[config.mk]
export PLATFORM = sky130hd
export DESIGN_NAME = dual_timer
export DESIGN_NICKNAME = d
export VERILOG_FILES = /design/src/dual_timer_pkg.sv /design/src/timer_tick_gen.sv /design/src/timer_counter16.sv /design/src/dual_timer.sv
export SDC_FILE = /design/constraint.sdc
export NUM_CORES = 1
export LEC_CHECK = 0
export ABC_CLOCK_PERIOD_IN_PS = 3290
export BUFFER_PORTS_ARGS = -buffer_cell sky130_fd_sc_hd__buf_4
export CAP_MARGIN = 20
export CELL_PAD_IN_SITES_DETAIL_PLACEMENT = 0
export CELL_PAD_IN_SITES_GLOBAL_PLACEMENT = 1
export CORE_ASPECT_RATIO = 2
export CORE_MARGIN = 1.5
export CORE_UTILIZATION = 40
export DETAILED_ROUTE_END_ITERATION = 12
export GPL_TIMING_DRIVEN = 0
export PLACE_DENSITY = 0.85
export SLEW_MARGIN = 20
export SYNTH_ARGS = -nofsm -noshare
export SYNTH_HDL_FRONTEND = slang
export SYNTH_SLANG_ARGS = --single-unit
[constraint.sdc]
create_clock -name mclk -period 3.29 [get_ports mclk]
set_clock_uncertainty 0.1 [all_clocks]
set_input_delay 0.4935 -clock mclk [delete_from_list [all_inputs] [get_ports mclk]]
set_output_delay 0.4935 -clock mclk [all_outputs]
set_load 0.01 [all_outputs]
[src/dual_timer_pkg.sv]
// Package for the cascadable dual 16-bit timer: register map, field positions,
// reset values and shared types. Assumes a byte-addressed plain register port.
package dual_timer_pkg;

	// ----------------------------------------------------------------
	// Register map (byte addresses, low 16 bits of the peripheral space)
	// ----------------------------------------------------------------
	localparam logic [15:0] TIMER_A_CONTROL_ADDR = 16'h8040;
	localparam logic [15:0] TIMER_A_COUNT_ADDR   = 16'h8050;
	localparam logic [15:0] TIMER_A_PERIOD_ADDR  = 16'h8060;
	localparam logic [15:0] TIMER_B_CONTROL_ADDR = 16'h8080;
	localparam logic [15:0] TIMER_B_COUNT_ADDR   = 16'h8090;
	localparam logic [15:0] TIMER_B_PERIOD_ADDR  = 16'h80a0;

	// Alias offsets within each register's 16-byte slot
	localparam logic [3:0] ALIAS_PLAIN = 4'h0;
	localparam logic [3:0] ALIAS_CLR   = 4'h4;
	localparam logic [3:0] ALIAS_SET   = 4'h8;
	localparam logic [3:0] ALIAS_INV   = 4'hc;

	// ----------------------------------------------------------------
	// Control register fields
	// ----------------------------------------------------------------
	localparam int ENABLE_BIT      = 15;
	localparam int STOP_IDLE_BIT   = 13;
	localparam int GATE_EN_BIT     = 7;
	localparam int PRESCALE_LSB    = 4;
	localparam int CASCADE_BIT     = 3;
	localparam int CLK_SRC_BIT     = 1;

	// Writable masks: cascade select only exists in timer A
	localparam logic [15:0] CTRL_A_MASK = 16'ha0fa;
	localparam logic [15:0] CTRL_B_MASK = 16'ha0f2;

	localparam logic [15:0] CTRL_RESET   = 16'h0000;
	localparam logic [15:0] COUNT_RESET  = 16'h0000;
	localparam logic [15:0] PERIOD_RESET = 16'hffff;

	// Gate bit as a mask, for the external-clock read-back
	localparam logic [15:0] GATE_READ_MASK = 16'h0080;
	// Last count value before a 16-bit half rolls over
	localparam logic [15:0] COUNT_TOP      = 16'hffff;

	// Largest prescale ratio minus one (1:256)
	localparam logic [7:0] PRESCALE_MAX = 8'hff;

	// Bus access carried as one packed bundle
	typedef struct packed {
		logic [15:0] addr;
		logic [31:0] wdata;
		logic        wr;
		logic        rd;
	} bus_req_s;

	// Per-timer decoded settings
	typedef struct packed {
		logic       enable;
		logic       stop_idle;
		logic       gate_en;
		logic [2:0] prescale;
		logic       clk_src;
	} timer_cfg_s;

	// Alias write kinds
	typedef enum logic [1:0] {WR_PLAIN, WR_CLR, WR_SET, WR_INV} wr_kind_e;

	// Prescale field to terminal count of the divider
	function automatic logic [7:0] prescale_limit(input logic [2:0] sel);
		case (sel)
			3'h0: prescale_limit = 8'h00;
			3'h1: prescale_limit = 8'h01;
			3'h2: prescale_limit = 8'h03;
			3'h3: prescale_limit = 8'h07;
			3'h4: prescale_limit = 8'h0f;
			3'h5: prescale_limit = 8'h1f;
			3'h6: prescale_limit = 8'h3f;
			default: prescale_limit = PRESCALE_MAX;
		endcase
	endfunction

	// Apply a plain, clear, set or invert write to a stored value
	function automatic logic [15:0] alias_apply(input wr_kind_e k, input logic [15:0] old,
		input logic [15:0] wd);
		case (k)
			WR_CLR:  alias_apply = old & ~wd;
			WR_SET:  alias_apply = old | wd;
			WR_INV:  alias_apply = old ^ wd;
			default: alias_apply = wd;
		endcase
	endfunction

endpackage

[src/timer_tick_gen.sv]
// Prescaler and clock qualification for one timer.
// Assumes gate and external clock inputs are synchronous to mclk.
`timescale 1ns/100ps
module timer_tick_gen
	import dual_timer_pkg::*;
(
	// Clock and reset
	input  wire logic       mclk,
	input  wire logic       nrst,
	// Settings
	input  wire timer_cfg_s cfg,
	input  wire logic       idle,
	// Sources
	input  wire logic       ext_clk,
	input  wire logic       gate_in,
	// Result
	output logic            tick,
	output logic            gate_fall
);

	logic [7:0] div_q;
	logic [7:0] div_d;
	logic       ext_q;
	logic       gate_q;
	logic       run;
	logic       src_ev;
	logic       gated;
	logic       wrap;

	// ----------------------------------------------------------------
	// Source selection
	// ----------------------------------------------------------------
	// Gate only applies with the internal clock
	assign gated     = cfg.gate_en & ~cfg.clk_src;
	assign run       = cfg.enable & ~(cfg.stop_idle & idle);
	// External clock counts on rising edges, internal on every mclk, or only while the gate is high when gated
	assign src_ev    = cfg.clk_src ? (ext_clk & ~ext_q) : (gated ? gate_in : 1'b1);
	assign wrap      = (div_q >= prescale_limit(cfg.prescale));
	assign tick      = run & src_ev & wrap;
	assign gate_fall = run & gated & gate_q & ~gate_in;
	assign div_d     = (!run) ? div_q : (!src_ev ? div_q : (wrap ? 8'h00 : div_q + 8'h01));

	// Divider and edge registers; divider clears when the timer is off
	always_ff @(posedge mclk or negedge nrst) begin
		if (!nrst) begin
			div_q  <= 8'h00;
			ext_q  <= 1'b0;
			gate_q <= 1'b0;
		end else begin
			div_q  <= cfg.enable ? div_d : 8'h00;
			ext_q  <= ext_clk;
			gate_q <= gate_in;
		end
	end

endmodule // timer_tick_gen

[src/timer_counter16.sv]
// One 16-bit count register with clear and software load.
// Assumes tick and carry-in come from the owning top.
`timescale 1ns/100ps
module timer_counter16
	import dual_timer_pkg::*;
(
	// Clock and reset
	input  wire logic        mclk,
	input  wire logic        nrst,
	// Count control
	input  wire logic        tick,
	input  wire logic        clear,
	input  wire logic        load,
	input  wire logic [15:0] load_val,
	// State
	output logic [15:0]      count
);

	logic [15:0] count_q;
	logic [15:0] count_d;

	// Load wins over counting so software sees its written value
	assign count_d = load ? load_val : (clear ? COUNT_RESET : (tick ? count_q + 16'h0001 : count_q));
	assign count   = count_q;

	always_ff @(posedge mclk or negedge nrst) begin
		if (!nrst) begin
			count_q <= COUNT_RESET;
		end else begin
			count_q <= count_d;
		end
	end

endmodule // timer_counter16

[src/dual_timer.sv]
// Top of the cascadable dual 16-bit timer with register port.
// Assumes a plain synchronous register port, read data one cycle after the strobe.
`timescale 1ns/100ps

// Behaviour
// - Each timer runs alone as 16-bit timer: internal, gated or external clock.
// - Timers A and B combine into one 32-bit timer with same modes.
// - Cascade select bit 3 of timer A control; 32-bit settings from A.
// - In 32-bit mode the period interrupt comes from timer B.
// - Only timer B drives the converter event trigger.
// - Enable bit 15 starts the timer; clearing it stops it.
// - Stop-in-idle bit 13 halts the timer during idle; else it keeps counting.
// - Gate bit 7 enables gating on internal clock; external clock reads zero.
// - Prescale bits 6:4 divide by 1,2,4,8,16,32,64,256.
// - Cascade select bit exists only in timer A control.
// - In 32-bit mode timer B enable, gate, prescale, source bits are ignored.
// - Clear, set, invert aliases at offsets 4, 8, 12 of each register.
// - Bits 31:16 and unimplemented bits ignore writes and read zero.
// - Cascade one forms a 32-bit timer; zero gives two 16-bit timers.
// - Source bit 1 picks the external pin, else the internal clock.
module dual_timer
	import dual_timer_pkg::*;
(
	// Clock and reset
	input  wire logic        mclk,
	input  wire logic        nrst,
	// Register port
	input  wire logic [15:0] addr,
	input  wire logic [31:0] wdata,
	input  wire logic        wr,
	input  wire logic        rd,
	output logic [31:0]      rdata,
	// Device state and pins
	input  wire logic        idle,
	input  wire logic        timer_a_ext_clock_pin,
	input  wire logic        timer_b_ext_clock_pin,
	input  wire logic        gate_a_pin,
	input  wire logic        gate_b_pin,
	// Events
	output logic             timer_a_irq,
	output logic             timer_b_irq,
	output logic             adc_trigger
);

	bus_req_s    req;
	logic [15:0] ctrl_a_q, ctrl_b_q, per_a_q, per_b_q;
	logic [31:0] rdata_q;
	logic        irq_a_q, irq_b_q, trig_q;
	timer_cfg_s  cfg_a, cfg_b_raw, cfg_b;
	logic        cascade;
	logic        tick_a, tick_b, fall_a, fall_b;
	logic [15:0] cnt_a, cnt_b;
	wr_kind_e    wkind;
	logic [11:0] slot;
	logic        sel_ca, sel_cb, sel_na, sel_nb, sel_pa, sel_pb;
	logic        match_a, match_b, match_32;
	logic        wrap_a, wrap_b, inc_b, clr_a, clr_b;
	logic        ev_a, ev_b;
	logic [15:0] rd_word;

	assign req = '{addr: addr, wdata: wdata, wr: wr, rd: rd};

	// ----------------------------------------------------------------
	// Address decode
	// ----------------------------------------------------------------
	// Register slot is the address without its alias nibble
	assign slot   = req.addr[15:4];
	assign sel_ca = (slot == TIMER_A_CONTROL_ADDR[15:4]);
	assign sel_na = (slot == TIMER_A_COUNT_ADDR[15:4]);
	assign sel_pa = (slot == TIMER_A_PERIOD_ADDR[15:4]);
	assign sel_cb = (slot == TIMER_B_CONTROL_ADDR[15:4]);
	assign sel_nb = (slot == TIMER_B_COUNT_ADDR[15:4]);
	assign sel_pb = (slot == TIMER_B_PERIOD_ADDR[15:4]);
	assign wkind  = (req.addr[3:0] == ALIAS_CLR) ? WR_CLR :
	                (req.addr[3:0] == ALIAS_SET) ? WR_SET :
	                (req.addr[3:0] == ALIAS_INV) ? WR_INV : WR_PLAIN;

	// ----------------------------------------------------------------
	// Register writes
	// ----------------------------------------------------------------
	// Control writes store only masked bits; periods keep all 16; high half is never kept
	always_ff @(posedge mclk or negedge nrst) begin
		if (!nrst) begin
			ctrl_a_q <= CTRL_RESET;
			ctrl_b_q <= CTRL_RESET;
			per_a_q  <= PERIOD_RESET;
			per_b_q  <= PERIOD_RESET;
		end else if (req.wr) begin
			if (sel_ca)
				ctrl_a_q <= alias_apply(wkind, ctrl_a_q, req.wdata[15:0]) & CTRL_A_MASK;
			if (sel_cb)
				ctrl_b_q <= alias_apply(wkind, ctrl_b_q, req.wdata[15:0]) & CTRL_B_MASK;
			if (sel_pa)
				per_a_q <= alias_apply(wkind, per_a_q, req.wdata[15:0]);
			if (sel_pb)
				per_b_q <= alias_apply(wkind, per_b_q, req.wdata[15:0]);
		end
	end

	// ----------------------------------------------------------------
	// Decoded settings
	// ----------------------------------------------------------------
	assign cascade = ctrl_a_q[CASCADE_BIT];
	assign cfg_a = '{enable: ctrl_a_q[ENABLE_BIT], stop_idle: ctrl_a_q[STOP_IDLE_BIT],
	                 gate_en: ctrl_a_q[GATE_EN_BIT], prescale: ctrl_a_q[PRESCALE_LSB+:3],
	                 clk_src: ctrl_a_q[CLK_SRC_BIT]};
	assign cfg_b_raw = '{enable: ctrl_b_q[ENABLE_BIT], stop_idle: ctrl_b_q[STOP_IDLE_BIT],
	                     gate_en: ctrl_b_q[GATE_EN_BIT], prescale: ctrl_b_q[PRESCALE_LSB+:3],
	                     clk_src: ctrl_b_q[CLK_SRC_BIT]};
	// Timer B divider stays idle in 32-bit mode; A drives both halves
	assign cfg_b = cascade ? '0 : cfg_b_raw;

	// ----------------------------------------------------------------
	// Tick generation
	// ----------------------------------------------------------------
	timer_tick_gen u_tick_a (
		.mclk      (mclk),
		.nrst      (nrst),
		.cfg       (cfg_a),
		.idle      (idle),
		.ext_clk   (timer_a_ext_clock_pin),
		.gate_in   (gate_a_pin),
		.tick      (tick_a),
		.gate_fall (fall_a)
	);

	timer_tick_gen u_tick_b (
		.mclk      (mclk),
		.nrst      (nrst),
		.cfg       (cfg_b),
		.idle      (idle),
		.ext_clk   (timer_b_ext_clock_pin),
		.gate_in   (gate_b_pin),
		.tick      (tick_b),
		.gate_fall (fall_b)
	);

	// ----------------------------------------------------------------
	// Count and match
	// ----------------------------------------------------------------
	// In 32-bit mode B counts the carry out of A
	assign match_a  = (cnt_a == per_a_q);
	assign match_b  = (cnt_b == per_b_q);
	assign match_32 = match_a & match_b;
	assign wrap_a   = tick_a & (cascade ? match_32 : match_a);
	assign wrap_b   = cascade ? wrap_a : (tick_b & match_b);
	assign inc_b    = cascade ? (tick_a & (cnt_a == COUNT_TOP)) : tick_b;
	assign clr_a    = wrap_a;
	assign clr_b    = wrap_b;

	timer_counter16 u_cnt_a (
		.mclk     (mclk),
		.nrst     (nrst),
		.tick     (tick_a),
		.clear    (clr_a),
		.load     (req.wr & sel_na),
		.load_val (alias_apply(wkind, cnt_a, req.wdata[15:0])),
		.count    (cnt_a)
	);

	timer_counter16 u_cnt_b (
		.mclk     (mclk),
		.nrst     (nrst),
		.tick     (inc_b),
		.clear    (clr_b),
		.load     (req.wr & sel_nb),
		.load_val (alias_apply(wkind, cnt_b, req.wdata[15:0])),
		.count    (cnt_b)
	);

	// ----------------------------------------------------------------
	// Events
	// ----------------------------------------------------------------
	// Gated mode reports on gate fall instead of period match
	assign ev_a = cascade ? 1'b0 : ((cfg_a.gate_en & ~cfg_a.clk_src) ? fall_a : wrap_a);
	assign ev_b = cascade ? ((cfg_a.gate_en & ~cfg_a.clk_src) ? fall_a : wrap_a)
	                      : ((cfg_b.gate_en & ~cfg_b.clk_src) ? fall_b : wrap_b);

	// One-cycle event pulses; converter trigger follows timer B only
	always_ff @(posedge mclk or negedge nrst) begin
		if (!nrst) begin
			irq_a_q <= 1'b0;
			irq_b_q <= 1'b0;
			trig_q  <= 1'b0;
		end else begin
			irq_a_q <= ev_a;
			irq_b_q <= ev_b;
			trig_q  <= wrap_b;
		end
	end

	assign timer_a_irq = irq_a_q;
	assign timer_b_irq = irq_b_q;
	assign adc_trigger = trig_q;

	// ----------------------------------------------------------------
	// Read path
	// ----------------------------------------------------------------
	// Gate bit reads zero while the external clock is selected
	assign rd_word = sel_ca ? (ctrl_a_q & ~(ctrl_a_q[CLK_SRC_BIT] ? GATE_READ_MASK : 16'h0000)) :
	                 sel_cb ? (ctrl_b_q & ~(ctrl_b_q[CLK_SRC_BIT] ? GATE_READ_MASK : 16'h0000)) :
	                 sel_na ? cnt_a : sel_nb ? cnt_b :
	                 sel_pa ? per_a_q : sel_pb ? per_b_q : 16'h0000;

	// Read data stand one cycle, zero otherwise; unmapped reads give zero
	always_ff @(posedge mclk or negedge nrst) begin
		if (!nrst) begin
			rdata_q <= 32'h0000_0000;
		end else begin
			rdata_q <= req.rd ? {16'h0000, rd_word} : 32'h0000_0000;
		end
	end

	assign rdata = rdata_q;
endmodule // dual_timer

==> impl_metrics.json, run 1 <==
{
  "outcome": "finished, final reports clean",
  "synth_edf_count": 0,
  "diodes": 0,
  "r2r_cells": 13,
  "rsz0062_at_grt": "no",
  "h-tree-depth": 4,
  "layout-drive-gt1-share": 0.170,
  "grt_use_total": 0.285,
  "hp-start": "timer_a_ext_clock_pin",
  "dr.pass1.iters": 6,
  "critical_path.top_delay_family": "compound AO/OA/AOI/OAI gates",
  "routedWlPerCell_um": 22.6,
  "async_reset_ff_frac": 1.00,
  "maxSlewHeadroom": 0.316,
  "hold_end": "u_tick_a.ext_q$_DFF_PN0_",
  "setup_viol": 0,
  "rows": 84,
  "nNetsFinal": 1578,
  "path_class": "reg -> reg",
  "pwr-share-clk": 0.509,
  "die_x_um": 118,
  "synthDistinctLibCells": 74,
  "grt_max_degree": 71,
  "antenna_found_initial": 0,
  "cts_buffer_depth": 2,
  "finalHoldViolations": 0,
  "fin_crit_sh": 0.973,
  "vias": 9968,
  "dieArea_um2": 27600,
  "clkLatencyLatePin_ns": 0.46,
  "ys_seq_elements": 118,
  "arrival_ns": 3.44,
  "p_leak_nw": 5.64,
  "swShare": 0.267,
  "reg2reg_slack_ns": 0.09,
  "grt_pass1_wl_mm": 58.6,
  "power.density_nw_per_um2": 333,
  "fin_ws_ns": 0.0888,
  "syn_inst": 1236,
  "place.gp.congestion": 0.978,
  "internal-power_mw": 3.02,
  "die_h_um": 233,
  "cp_max_fo": 8,
  "hold_class": "in -> reg",
  "r2r_start": "ctrl_a_q[3]$_DFFE_PN0P_",
  "grt_pass1_vias": 10026,
  "synth_warnings": 0,
  "cpPeakStageDelay_ns": 0.45,
  "syn2layout_area_growth_pct": 16.7,
  "worst-slew-pin-transition_ns": 1.02,
  "crit_chain": "buf_8 -> clkinvlp_4 -> o21ai_2 -> o21ai_1 -> ha_1 -> nand2b_1 -> a2111o_1 -> a31oi_4 -> buf_4 -> nor2_4 -> or2_4 -> nor2_4 -> mux2_4",
  "fmax_mhz": 312,
  "final.min_clock_period_ns": 3.20,
  "power_frac_seq": 0.367,
  "critPathBufInv": 3,
  "ys.flop_type": "dfrtp_1",
  "avgSynthCellArea_um2": 8.58,
  "ant_nets": 0,
  "pin_count": 92,
  "cts_tree": "yes",
  "crit_path_end_kind": "flop",
  "synth.top_cells.by_area": "ha_1 21%, dfrtp_1 20%, dfstp_2 7.9%",
  "drc": 0,
  "core_area_um2": 26200,
  "numCtsBuffers": 17,
  "viasPerCell": 5.86,
  "crit-reg2reg-capture": "u_cnt_b.count[0]$_DFFE_PN0P_",
  "start_util": 0.405,
  "crit_path_top_delay_cell": "a2111o_1",
  "wirelength_mm": 38.5,
  "dp_hpwl_mm": 29.4,
  "synth_top_area_cell": "ha_1",
  "crit_top_cell": "nor2_4",
  "path_clk_slew_ns": 0.06,
  "clock_sinks": 118,
  "synth-seq-area-share": 0.282,
  "finalMaxSlewViolations": 0,
  "pre_cts_slack_ns": -0.377,
  "portBuffers": 59,
  "comb_power_share": 0.124,
  "finalSetupTns_ns": 0,
  "synth.top_cell.area_share": 0.210,
  "peakVddDrop_uv": 395,
  "cp.required_ns": 3.53,
  "switchingPower_mw": 1.10,
  "root_buffer": "clkbuf_16",
  "synth.most_common_cell": "ha_1",
  "hold_depth": 1,
  "drt-initial-drc-count": 785,
  "synth_area_um2": 10600,
  "critPathLaunchType": "flop",
  "synth_common_cells": "178 x ha_1, 137 x a21oi_1, 136 x nand2_1",
  "max-cap-violations": 0,
  "overflow": 0
}
## cells by family after synthesis
kind of cell / synth area share
mux: 0.00330
xor+xnor: 0.0347
other cells: 0.000353
flops: 0.282
simple gates: 0.152
buf+inv: 0.0823
fa+ha+maj: 0.210
compound gates: 0.235
## layout by cell type (no fill, tap or decap), types with 12 or more instances in the layout
cell	count
ha_1	178
o22ai_1	17
dfstp_2	32
a21oi_1	137
buf_2	15
clkbuf_1	32
nand2_1	136
a222oi_1	16
nor2_1	44
xor2_1	32
conb_1	16
and3_1	12
nand2b_1	13
a211oi_1	23
o211ai_1	23
nand3_1	20
buf_4	94
o2111ai_1	22
dfrtp_1	86
a31oi_1	12
clkbuf_16	17
o21ai_0	100
nor4_1	13
inv_1	102
## state kept, by name (all words and copies together) (netlist names), 7 cells and up
register,count
u_tick_a.div_q,8
u_cnt_a.count,16
per_b_q,16
rdata,16
ctrl_b_q,7
ctrl_a_q,8
u_cnt_b.count,16
per_a_q,16
u_tick_b.div_q,8
## worst reg2reg max path, cell delays in order, from the launching register on
cell and delay (ns):
dfrtp_1 0.38, buf_8 0.15, clkinvlp_4 0.15, o21ai_2 0.10, o21ai_1 0.11, ha_1 0.27
nand2b_1 0.14, a2111o_1 0.45, a31oi_4 0.26, buf_4 0.18, nor2_4 0.06, or2_4 0.29
nor2_4 0.13, mux2_4 0.31
## per-stage QoR
stage	power (mW)	cells	util	hold slack, ns	cell area (um^2)
floorplan	1.81	1251	-	0.0979	10700
global placement	2.01	1654	0.441	0.376	11500
detailed placement	2.03	1655	0.442	0.337	11600
CTS	4.12	1691	0.469	0.0499	12300
global route	4.25	1700	0.473	0.0529	12400
finish	4.12	1700	0.473	0.0600	12400
## layer usage
metal,up-vias,track usage,part of all wire
li1,4605,-,-
met1,4797,0.268,0.34
met2,378,0.512,0.51
met3,188,0.0459,0.041
met4,0,0.283,0.11
met5,-,0,0
## power groups by stage
stage	Combinational, mW	Clock (mW)	Sequential (mW)
global placement	0.480	0	1.53
finish	0.513	2.10	1.51
global route	0.564	2.17	1.51
detailed placement	0.498	0	1.53
floorplan	0.289	0	1.52
CTS	0.506	2.11	1.51
## area by class of cell
cell class | count | area, um^2
clock inverter | 9 | 145
fill | 2533 | 13800
multi-input combinational | 943 | 6840
buffer | 84 | 484
inverter | 105 | 398
timing repair buffer | 74 | 598
clock buffer | 23 | 498
tap | 344 | 430
sequential | 118 | 2990
## worst max path at each step
stage	cells after the start	slack [ns]	end	start
floorplan	12	0.21	u_cnt_b.count[0]$_DFFE_PN0P_	ctrl_a_q[3]$_DFFE_PN0P_
global placement	12	-0.38	u_cnt_b.count[0]$_DFFE_PN0P_	ctrl_a_q[3]$_DFFE_PN0P_
detailed placement	12	-0.38	u_cnt_b.count[0]$_DFFE_PN0P_	ctrl_a_q[3]$_DFFE_PN0P_
CTS	12	0.02	u_cnt_b.count[0]$_DFFE_PN0P_	ctrl_a_q[3]$_DFFE_PN0P_
global route	13	0.009	u_cnt_b.count[0]$_DFFE_PN0P_	ctrl_a_q[3]$_DFFE_PN0P_
finish	13	0.09	u_cnt_b.count[0]$_DFFE_PN0P_	ctrl_a_q[3]$_DFFE_PN0P_
## timing repair
item	in CTS	in global routing
endpoints found under the setup margin	25	27
hold endpoints to repair	43	0
gates resized for setup	6	8
pin swaps	2	1
buffers inserted	3	10
hold buffers	1	0
No activity file was read; power rests on OpenSTA's default activity.
==> inputs of run 2 (changes only) <==
Settings changed: RECOVER_POWER set to 100.
==> run 2 against run 1 <==
Net effect:
- the run now ends with max-capacitance violations, max-slew violations left
- largest power group unchanged
- utilization is 0.66 points lower
- worst hold slack gained 0.019 ns
- critical path type unchanged
- design area fell by 1.4%
- highest routed layer unchanged
- die area stayed put
- fmax about the same
- sequential share of layout area rose by 0.34 points
==> impl_metrics.json, run 2 (same netlist as run 1, synthesis figures left out) <==
{
  "syn2layout_area_growth_pct": 15.1,
  "arrival_ns": 3.45,
  "grt_use_total": 0.285,
  "path_clk_slew_ns": 0.06,
  "r2r_cells": 10,
  "p_leak_nw": 5.50,
  "numCtsBuffers": 17,
  "cts_tree": "yes",
  "placed_cells": 1655,
  "fmax_mhz": 312,
  "routedWlPerCell_um": 22.7,
  "core_area_um2": 26200,
  "crit-reg2reg-capture": "u_cnt_b.count[0]$_DFFE_PN0P_",
  "power.density_nw_per_um2": 337,
  "grt_pass1_vias": 10026,
  "setup_viol": 0,
  "failed_checks": "max-capacitance violations, max-slew violations",
  "dr.pass1.iters": 6,
  "maxSlewHeadroom": -0.123,
  "crit_path_end_kind": "flop",
  "worst-slew-pin-transition_ns": 1.67,
  "reg2reg_slack_ns": 0.09,
  "regArea_um2": 2990,
  "power_mw": 4.11,
  "dieArea_um2": 27600,
  "rsz0062_at_grt": "no",
  "ant_nets": 0,
  "path_class": "reg -> reg",
  "overflow": 0,
  "layout-drive-gt1-share": 0.145,
  "drt-initial-drc-count": 757,
  "whs_ns": 0.0794,
  "root_buffer": "clkbuf_16",
  "vias": 9950,
  "critPathLaunchType": "flop",
  "cts_buffer_depth": 2,
  "start_util": 0.405,
  "clock_sinks": 118,
  "multi_input_area_um2": 6790,
  "hold_class": "in -> reg",
  "die_h_um": 233,
  "viasPerCell": 5.85,
  "peakVddDrop_uv": 398,
  "nNetsFinal": 1578,
  "wirelength_mm": 38.6,
  "hp-start": "timer_a_ext_clock_pin",
  "cp.required_ns": 3.54,
  "outcome": "finished, violations left",
  "final_cells": 1700,
  "h-tree-depth": 4,
  "diodes": 0,
  "antenna_found_initial": 0,
  "grt_pass1_wl_mm": 58.6,
  "hold_end": "u_tick_a.ext_q$_DFF_PN0_",
  "pin_count": 92,
  "max-cap-violations": 1,
  "fin_crit_sh": 0.974,
  "grt_max_degree": 71,
  "clkLatencyLatePin_ns": 0.46,
  "cp_max_fo": 9,
  "final_common_cell": "ha_1",
  "portBuffers": 59,
  "finalMaxSlewViolations": 10,
  "finalHoldViolations": 0,
  "drc": 0,
  "layout_common_cells": "178 x ha_1, 137 x nand2_1, 137 x a21oi_1, 102 x inv_1, 100 x o21ai_0",
  "r2r_start": "ctrl_a_q[6]$_DFFE_PN0P_",
  "rows": 84,
  "die_x_um": 118,
  "dp_hpwl_mm": 29.4,
  "place.gp.congestion": 0.978,
  "final.min_clock_period_ns": 3.20,
  "fillers": 2565,
  "hold_depth": 1
}
-- run 2: changes by cell type in the layout (fill, tap and decap cells not counted), sizes merged --
cell,delta
buf,-35
clkbuf,+35
-- run 2: worst max-delay path by stage --
stage	from	end	slack (ns)
5_1_grt	ctrl_a_q[3]$_DFFE_PN0P_	u_cnt_b.count[0]$_DFFE_PN0P_	0.009
3_3_place_gp	ctrl_a_q[3]$_DFFE_PN0P_	u_cnt_b.count[0]$_DFFE_PN0P_	-0.38
6_report	ctrl_a_q[6]$_DFFE_PN0P_	u_cnt_b.count[0]$_DFFE_PN0P_	0.09
4_1_cts	ctrl_a_q[3]$_DFFE_PN0P_	u_cnt_b.count[0]$_DFFE_PN0P_	0.02
2_1_floorplan	ctrl_a_q[3]$_DFFE_PN0P_	u_cnt_b.count[0]$_DFFE_PN0P_	0.21
3_5_place_dp	ctrl_a_q[3]$_DFFE_PN0P_	u_cnt_b.count[0]$_DFFE_PN0P_	-0.38
-- run 2: layout make-up --
class	count	area share
multi-input cells	943	0.556
flip-flops and latches	118	0.245
clock buffers	23	0.0408
repair buffers	74	0.0391
plain buffers	84	0.0390
well taps	344	0.0353
inverters	105	0.0326
clock inverters	9	0.0119
-- run 2: critical path, cell delays in order, from the launching register on --
cell and delay [ns]:
dfrtp_1 0.52, nor2_1 0.21, nand2_1 0.09, ha_1 0.27
nand2b_1 0.16, a2111o_1 0.46, a31oi_4 0.29, nor3_1 0.20
a21o_2 0.32, nor2_4 0.17, mux2_4 0.31
-- run 2: metrics by stage --
step / utilization / setup slack (ns) / TNS [ns] / area (um^2)
floorplan: - / 0.205 / 0 / 10700
global placement: 0.441 / -0.384 / -3.81 / 11500
detailed placement: 0.442 / -0.377 / -4.01 / 11600
CTS: 0.469 / 0.0191 / 0 / 12300
global route: 0.467 / 0.00853 / 0 / 12200
finish: 0.467 / 0.0871 / 0 / 12200
-- run 2: report_power, final --
group          switching [mW]  internal, mW
combinational           0.329         0.173
clock                   0.741          1.36
sequential             0.0314          1.48
-- run 2: timing repair --
action                     4_1_cts  5_1_grt
setup buffers                    3       10
gates resized for setup          6        8
pin swaps                        2        1
hold buffers                     1        0
setup endpoints to repair       25       27
hold endpoints to repair        43        0
-- run 2: metal layers --
metal  global-route usage  wire, um
met5                    0         0
met4                0.283      4180
met3               0.0459      1660
met2                0.512     19600
met1                0.268     13100
==> inputs of run 3 (changes only) <==
Settings changed: ABC_AREA set to 1, PLACE_DENSITY 0.85 to 0.87.
==> run 3 against run 2 <==
Net effect:
- fmax down 2.9%
- register-to-register slack improved by 0.16 ns
- sequential share of layout area down 1.1 points
- first-iteration DRC count rose by 28%
- worst hold slack about the same
- combinational power shrank 7.0%
- largest cell class unchanged
- synthesized area is 6.0% higher
- power is 0.94% higher
- the flow finishes with violations (max-capacitance violations, max-slew violations, negative setup slack)
- sequential power hardly changed
- clock power is 3% higher
- synthesized cell count rose by 22%
==> impl_metrics.json, run 3 <==
{
  "outcome": "finished, violations left",
  "failed_checks": "max-capacitance violations, max-slew violations, negative setup slack",
  "cts_buffer_depth": 2,
  "clock_sinks": 118,
  "layout-drive-gt1-share": 0.129,
  "drc": 0,
  "portBuffers": 59,
  "max-cap-violations": 2,
  "antenna_found_initial": 0,
  "synth_edf_count": 0,
  "hold_class": "in -> reg",
  "dr.pass1.iters": 7,
  "internal-power_mw": 3.06,
  "final.min_clock_period_ns": 3.30,
  "synth_top_family_by_area": "simple AND/OR/NAND/NOR gates",
  "avgSynthCellArea_um2": 7.47,
  "cp_max_fo": 10,
  "power.density_nw_per_um2": 324,
  "finalHoldViolations": 0,
  "placed_cells": 1933,
  "h-tree-depth": 4,
  "ant_nets": 0,
  "synthDistinctLibCells": 53,
  "die_x_um": 122,
  "synthMuxAreaShare": 0,
  "vias": 11192,
  "synth.top_cell.area_share": 0.198,
  "async_reset_ff_frac": 1.00,
  "path_class": "in -> reg",
  "diodes": 0,
  "synth_area_um2": 11300,
  "synth-seq-area-share": 0.266,
  "final_common_cell": "nand2_1",
  "fmax_mhz": 303,
  "fin_area_um2": 12800,
  "ys.flop_type": "dfrtp_1",
  "synth.top_cells.by_area": "ha_1 20%, dfrtp_1 19%, nand2_1 12%",
  "syn_inst": 1506,
  "placed_area_um2": 12200,
  "synth_xor_area_frac": 0.0241,
  "finalMaxSlewViolations": 48,
  "synth_compound_area_frac": 0.175,
  "cts_tree": "yes",
  "fin_crit_sh": 1.00,
  "syn2layout_area_growth_pct": 13.8,
  "start_util": 0.407,
  "wirelength_mm": 41.6,
  "clkLatencyLatePin_ns": 0.45,
  "arrival_ns": 3.54,
  "synth_common_cells": "352 x nand2_1, 178 x ha_1, 160 x inv_1",
  "viasPerCell": 5.69,
  "setup_viol": 1,
  "overflow": 0,
  "swShare": 0.263,
  "ys_seq_elements": 118,
  "critPathLaunchType": "input port",
  "grt_pass1_wl_mm": 63.4,
  "switchingPower_mw": 1.09,
  "die_h_um": 240,
  "nNetsFinal": 1837,
  "power_frac_seq": 0.365,
  "drt-initial-drc-count": 969,
  "comb_power_share": 0.112,
  "grt_pass1_vias": 11354,
  "place.gp.congestion": 0.963,
  "worst-slew-pin-transition_ns": 2.15,
  "grt_use_total": 0.294,
  "synth_top_area_cell": "ha_1",
  "grt_max_degree": 80,
  "maxSlewHeadroom": -0.435,
  "routedWlPerCell_um": 21.2,
  "fin_ws_ns": -0.00700,
  "pwr-share-clk": 0.523,
  "synthSimpleGateAreaFrac": 0.233,
  "cp.required_ns": 3.54,
  "synth.most_common_cell": "nand2_1",
  "numCtsBuffers": 17,
  "pin_count": 92,
  "root_buffer": "clkbuf_16",
  "final_cells": 1967,
  "crit_path_end_kind": "flop",
  "core_area_um2": 27700,
  "peakVddDrop_uv": 432,
  "rows": 86,
  "p_leak_nw": 6.42,
  "synth_warnings": 0,
  "fillers": 2787,
  "power_mw": 4.15,
  "dieArea_um2": 29200,
  "layout_common_cells": "353 x nand2_1, 178 x ha_1, 163 x inv_1, 130 x nor2_1, 107 x o21ai_0",
  "dp_hpwl_mm": 32.4,
  "synth-adder-area-share": 0.198,
  "finalSetupTns_ns": -0.00700,
  "path_clk_slew_ns": 0.06
}
[run 3: cell types whose count changed after synthesis, moves of 16 or more]
cell	before	now
inv_1	103	160
nand3_1	20	39
inv_2	1	34
a22oi_1	8	24
a211oi_1	23	6
a21oi_1	137	55
nand4_1	6	25
nand2_1	136	352
nor2_1	44	129
a222oi_1	16	0
[run 3: worst max-delay path, stage by stage]
cell      delay, ns
buf_4          0.11
nor2_1         0.09
nand2_1        0.11
nor2_1         0.63
inv_1          0.39
nor2_4         0.50
nand2_2        0.14
clkinv_1       0.19
clkbuf_1       0.54
a31oi_1        0.18
nand2_1        0.12
nand2_1        0.05
[run 3: logic make-up (layout without fill, tap and decap cells)]
logic type,after synthesis,in the layout
DFF,118,118
xor gates and xnor gates,31,31
buffers and inverters,266,360
adders and majority gates,178,178
AOI/OAI and AO/OA,312,312
other,1,16
and+or+nand+nor,600,600
[run 3: through the flow]
| stage | utilization | setup WS (ns) | hold slack, ns |
|---|---|---|---|
| finish | 0.463 | -0.00700 | 0.0798 |
| global route | 0.463 | -0.0142 | 0.0830 |
| CTS | 0.466 | 0.134 | 0.0510 |
| detailed placement | 0.442 | 0.147 | 0.305 |
| global placement | 0.441 | 0.138 | 0.400 |
| floorplan | - | 0.900 | 0.0979 |
[run 3: power by group through the flow]
| stage | Clock (mW) | Sequential, mW | Combinational [mW] |
|---|---|---|---|
| finish | 2.17 | 1.51 | 0.467 |
| global route | 2.24 | 1.52 | 0.524 |
| global placement | 0 | 1.54 | 0.437 |
| floorplan | 0 | 1.53 | 0.272 |
| detailed placement | 0 | 1.54 | 0.460 |
| CTS | 2.18 | 1.51 | 0.466 |
[run 3: cell type report]
type,instances,area [um^2],share of cell area
plain buffers,70,423,0.0330
clock buffers,23,488,0.0381
clock inverters,9,170,0.0133
inverters,196,741,0.0578
multi-input cells,1137,7150,0.558
flip-flops and latches,118,2990,0.234
well taps,352,440,0.0344
repair buffers,62,408,0.0318
[run 3: worst paths after layout]
| check | cells after the start | startpoint | end | slack, ns |
|---|---|---|---|---|
| min in group asynchronous | 2 | nrst | rdata[10]$_DFF_PN0_ | 1.29 |
| max | 12 | addr[14] | u_cnt_a.count[13]$_DFFE_PN0P_ | -0.007 |
| max in group asynchronous | 3 | nrst | u_tick_b.div_q[2]$_DFFE_PN0P_ | 0.45 |
| min reg2reg | 2 | per_a_q[15]$_DFFE_PN1P_ | per_a_q[15]$_DFFE_PN1P_ | 0.42 |
| max reg2reg | 14 | ctrl_a_q[3]$_DFFE_PN0P_ | u_cnt_b.count[14]$_DFFE_PN0P_ | 0.25 |
| min | 1 | timer_b_ext_clock_pin | u_tick_b.ext_q$_DFF_PN0_ | 0.08 |
[run 3: timing repair]
item,CTS,global route
buffers inserted,0,1
endpoints found under the setup margin,0,12
endpoints found under the hold margin,34,0
resized for setup,0,2
hold buffers,1,0
[run 3: layer usage]
| metal | global-route usage | share of wire | vias up |
|---|---|---|---|
| li1 | - | - | 5209 |
| met1 | 0.275 | 0.33 | 5259 |
| met2 | 0.520 | 0.51 | 494 |
| met3 | 0.0500 | 0.053 | 230 |
| met4 | 0.295 | 0.11 | 0 |
| met5 | 0 | 0 | - |
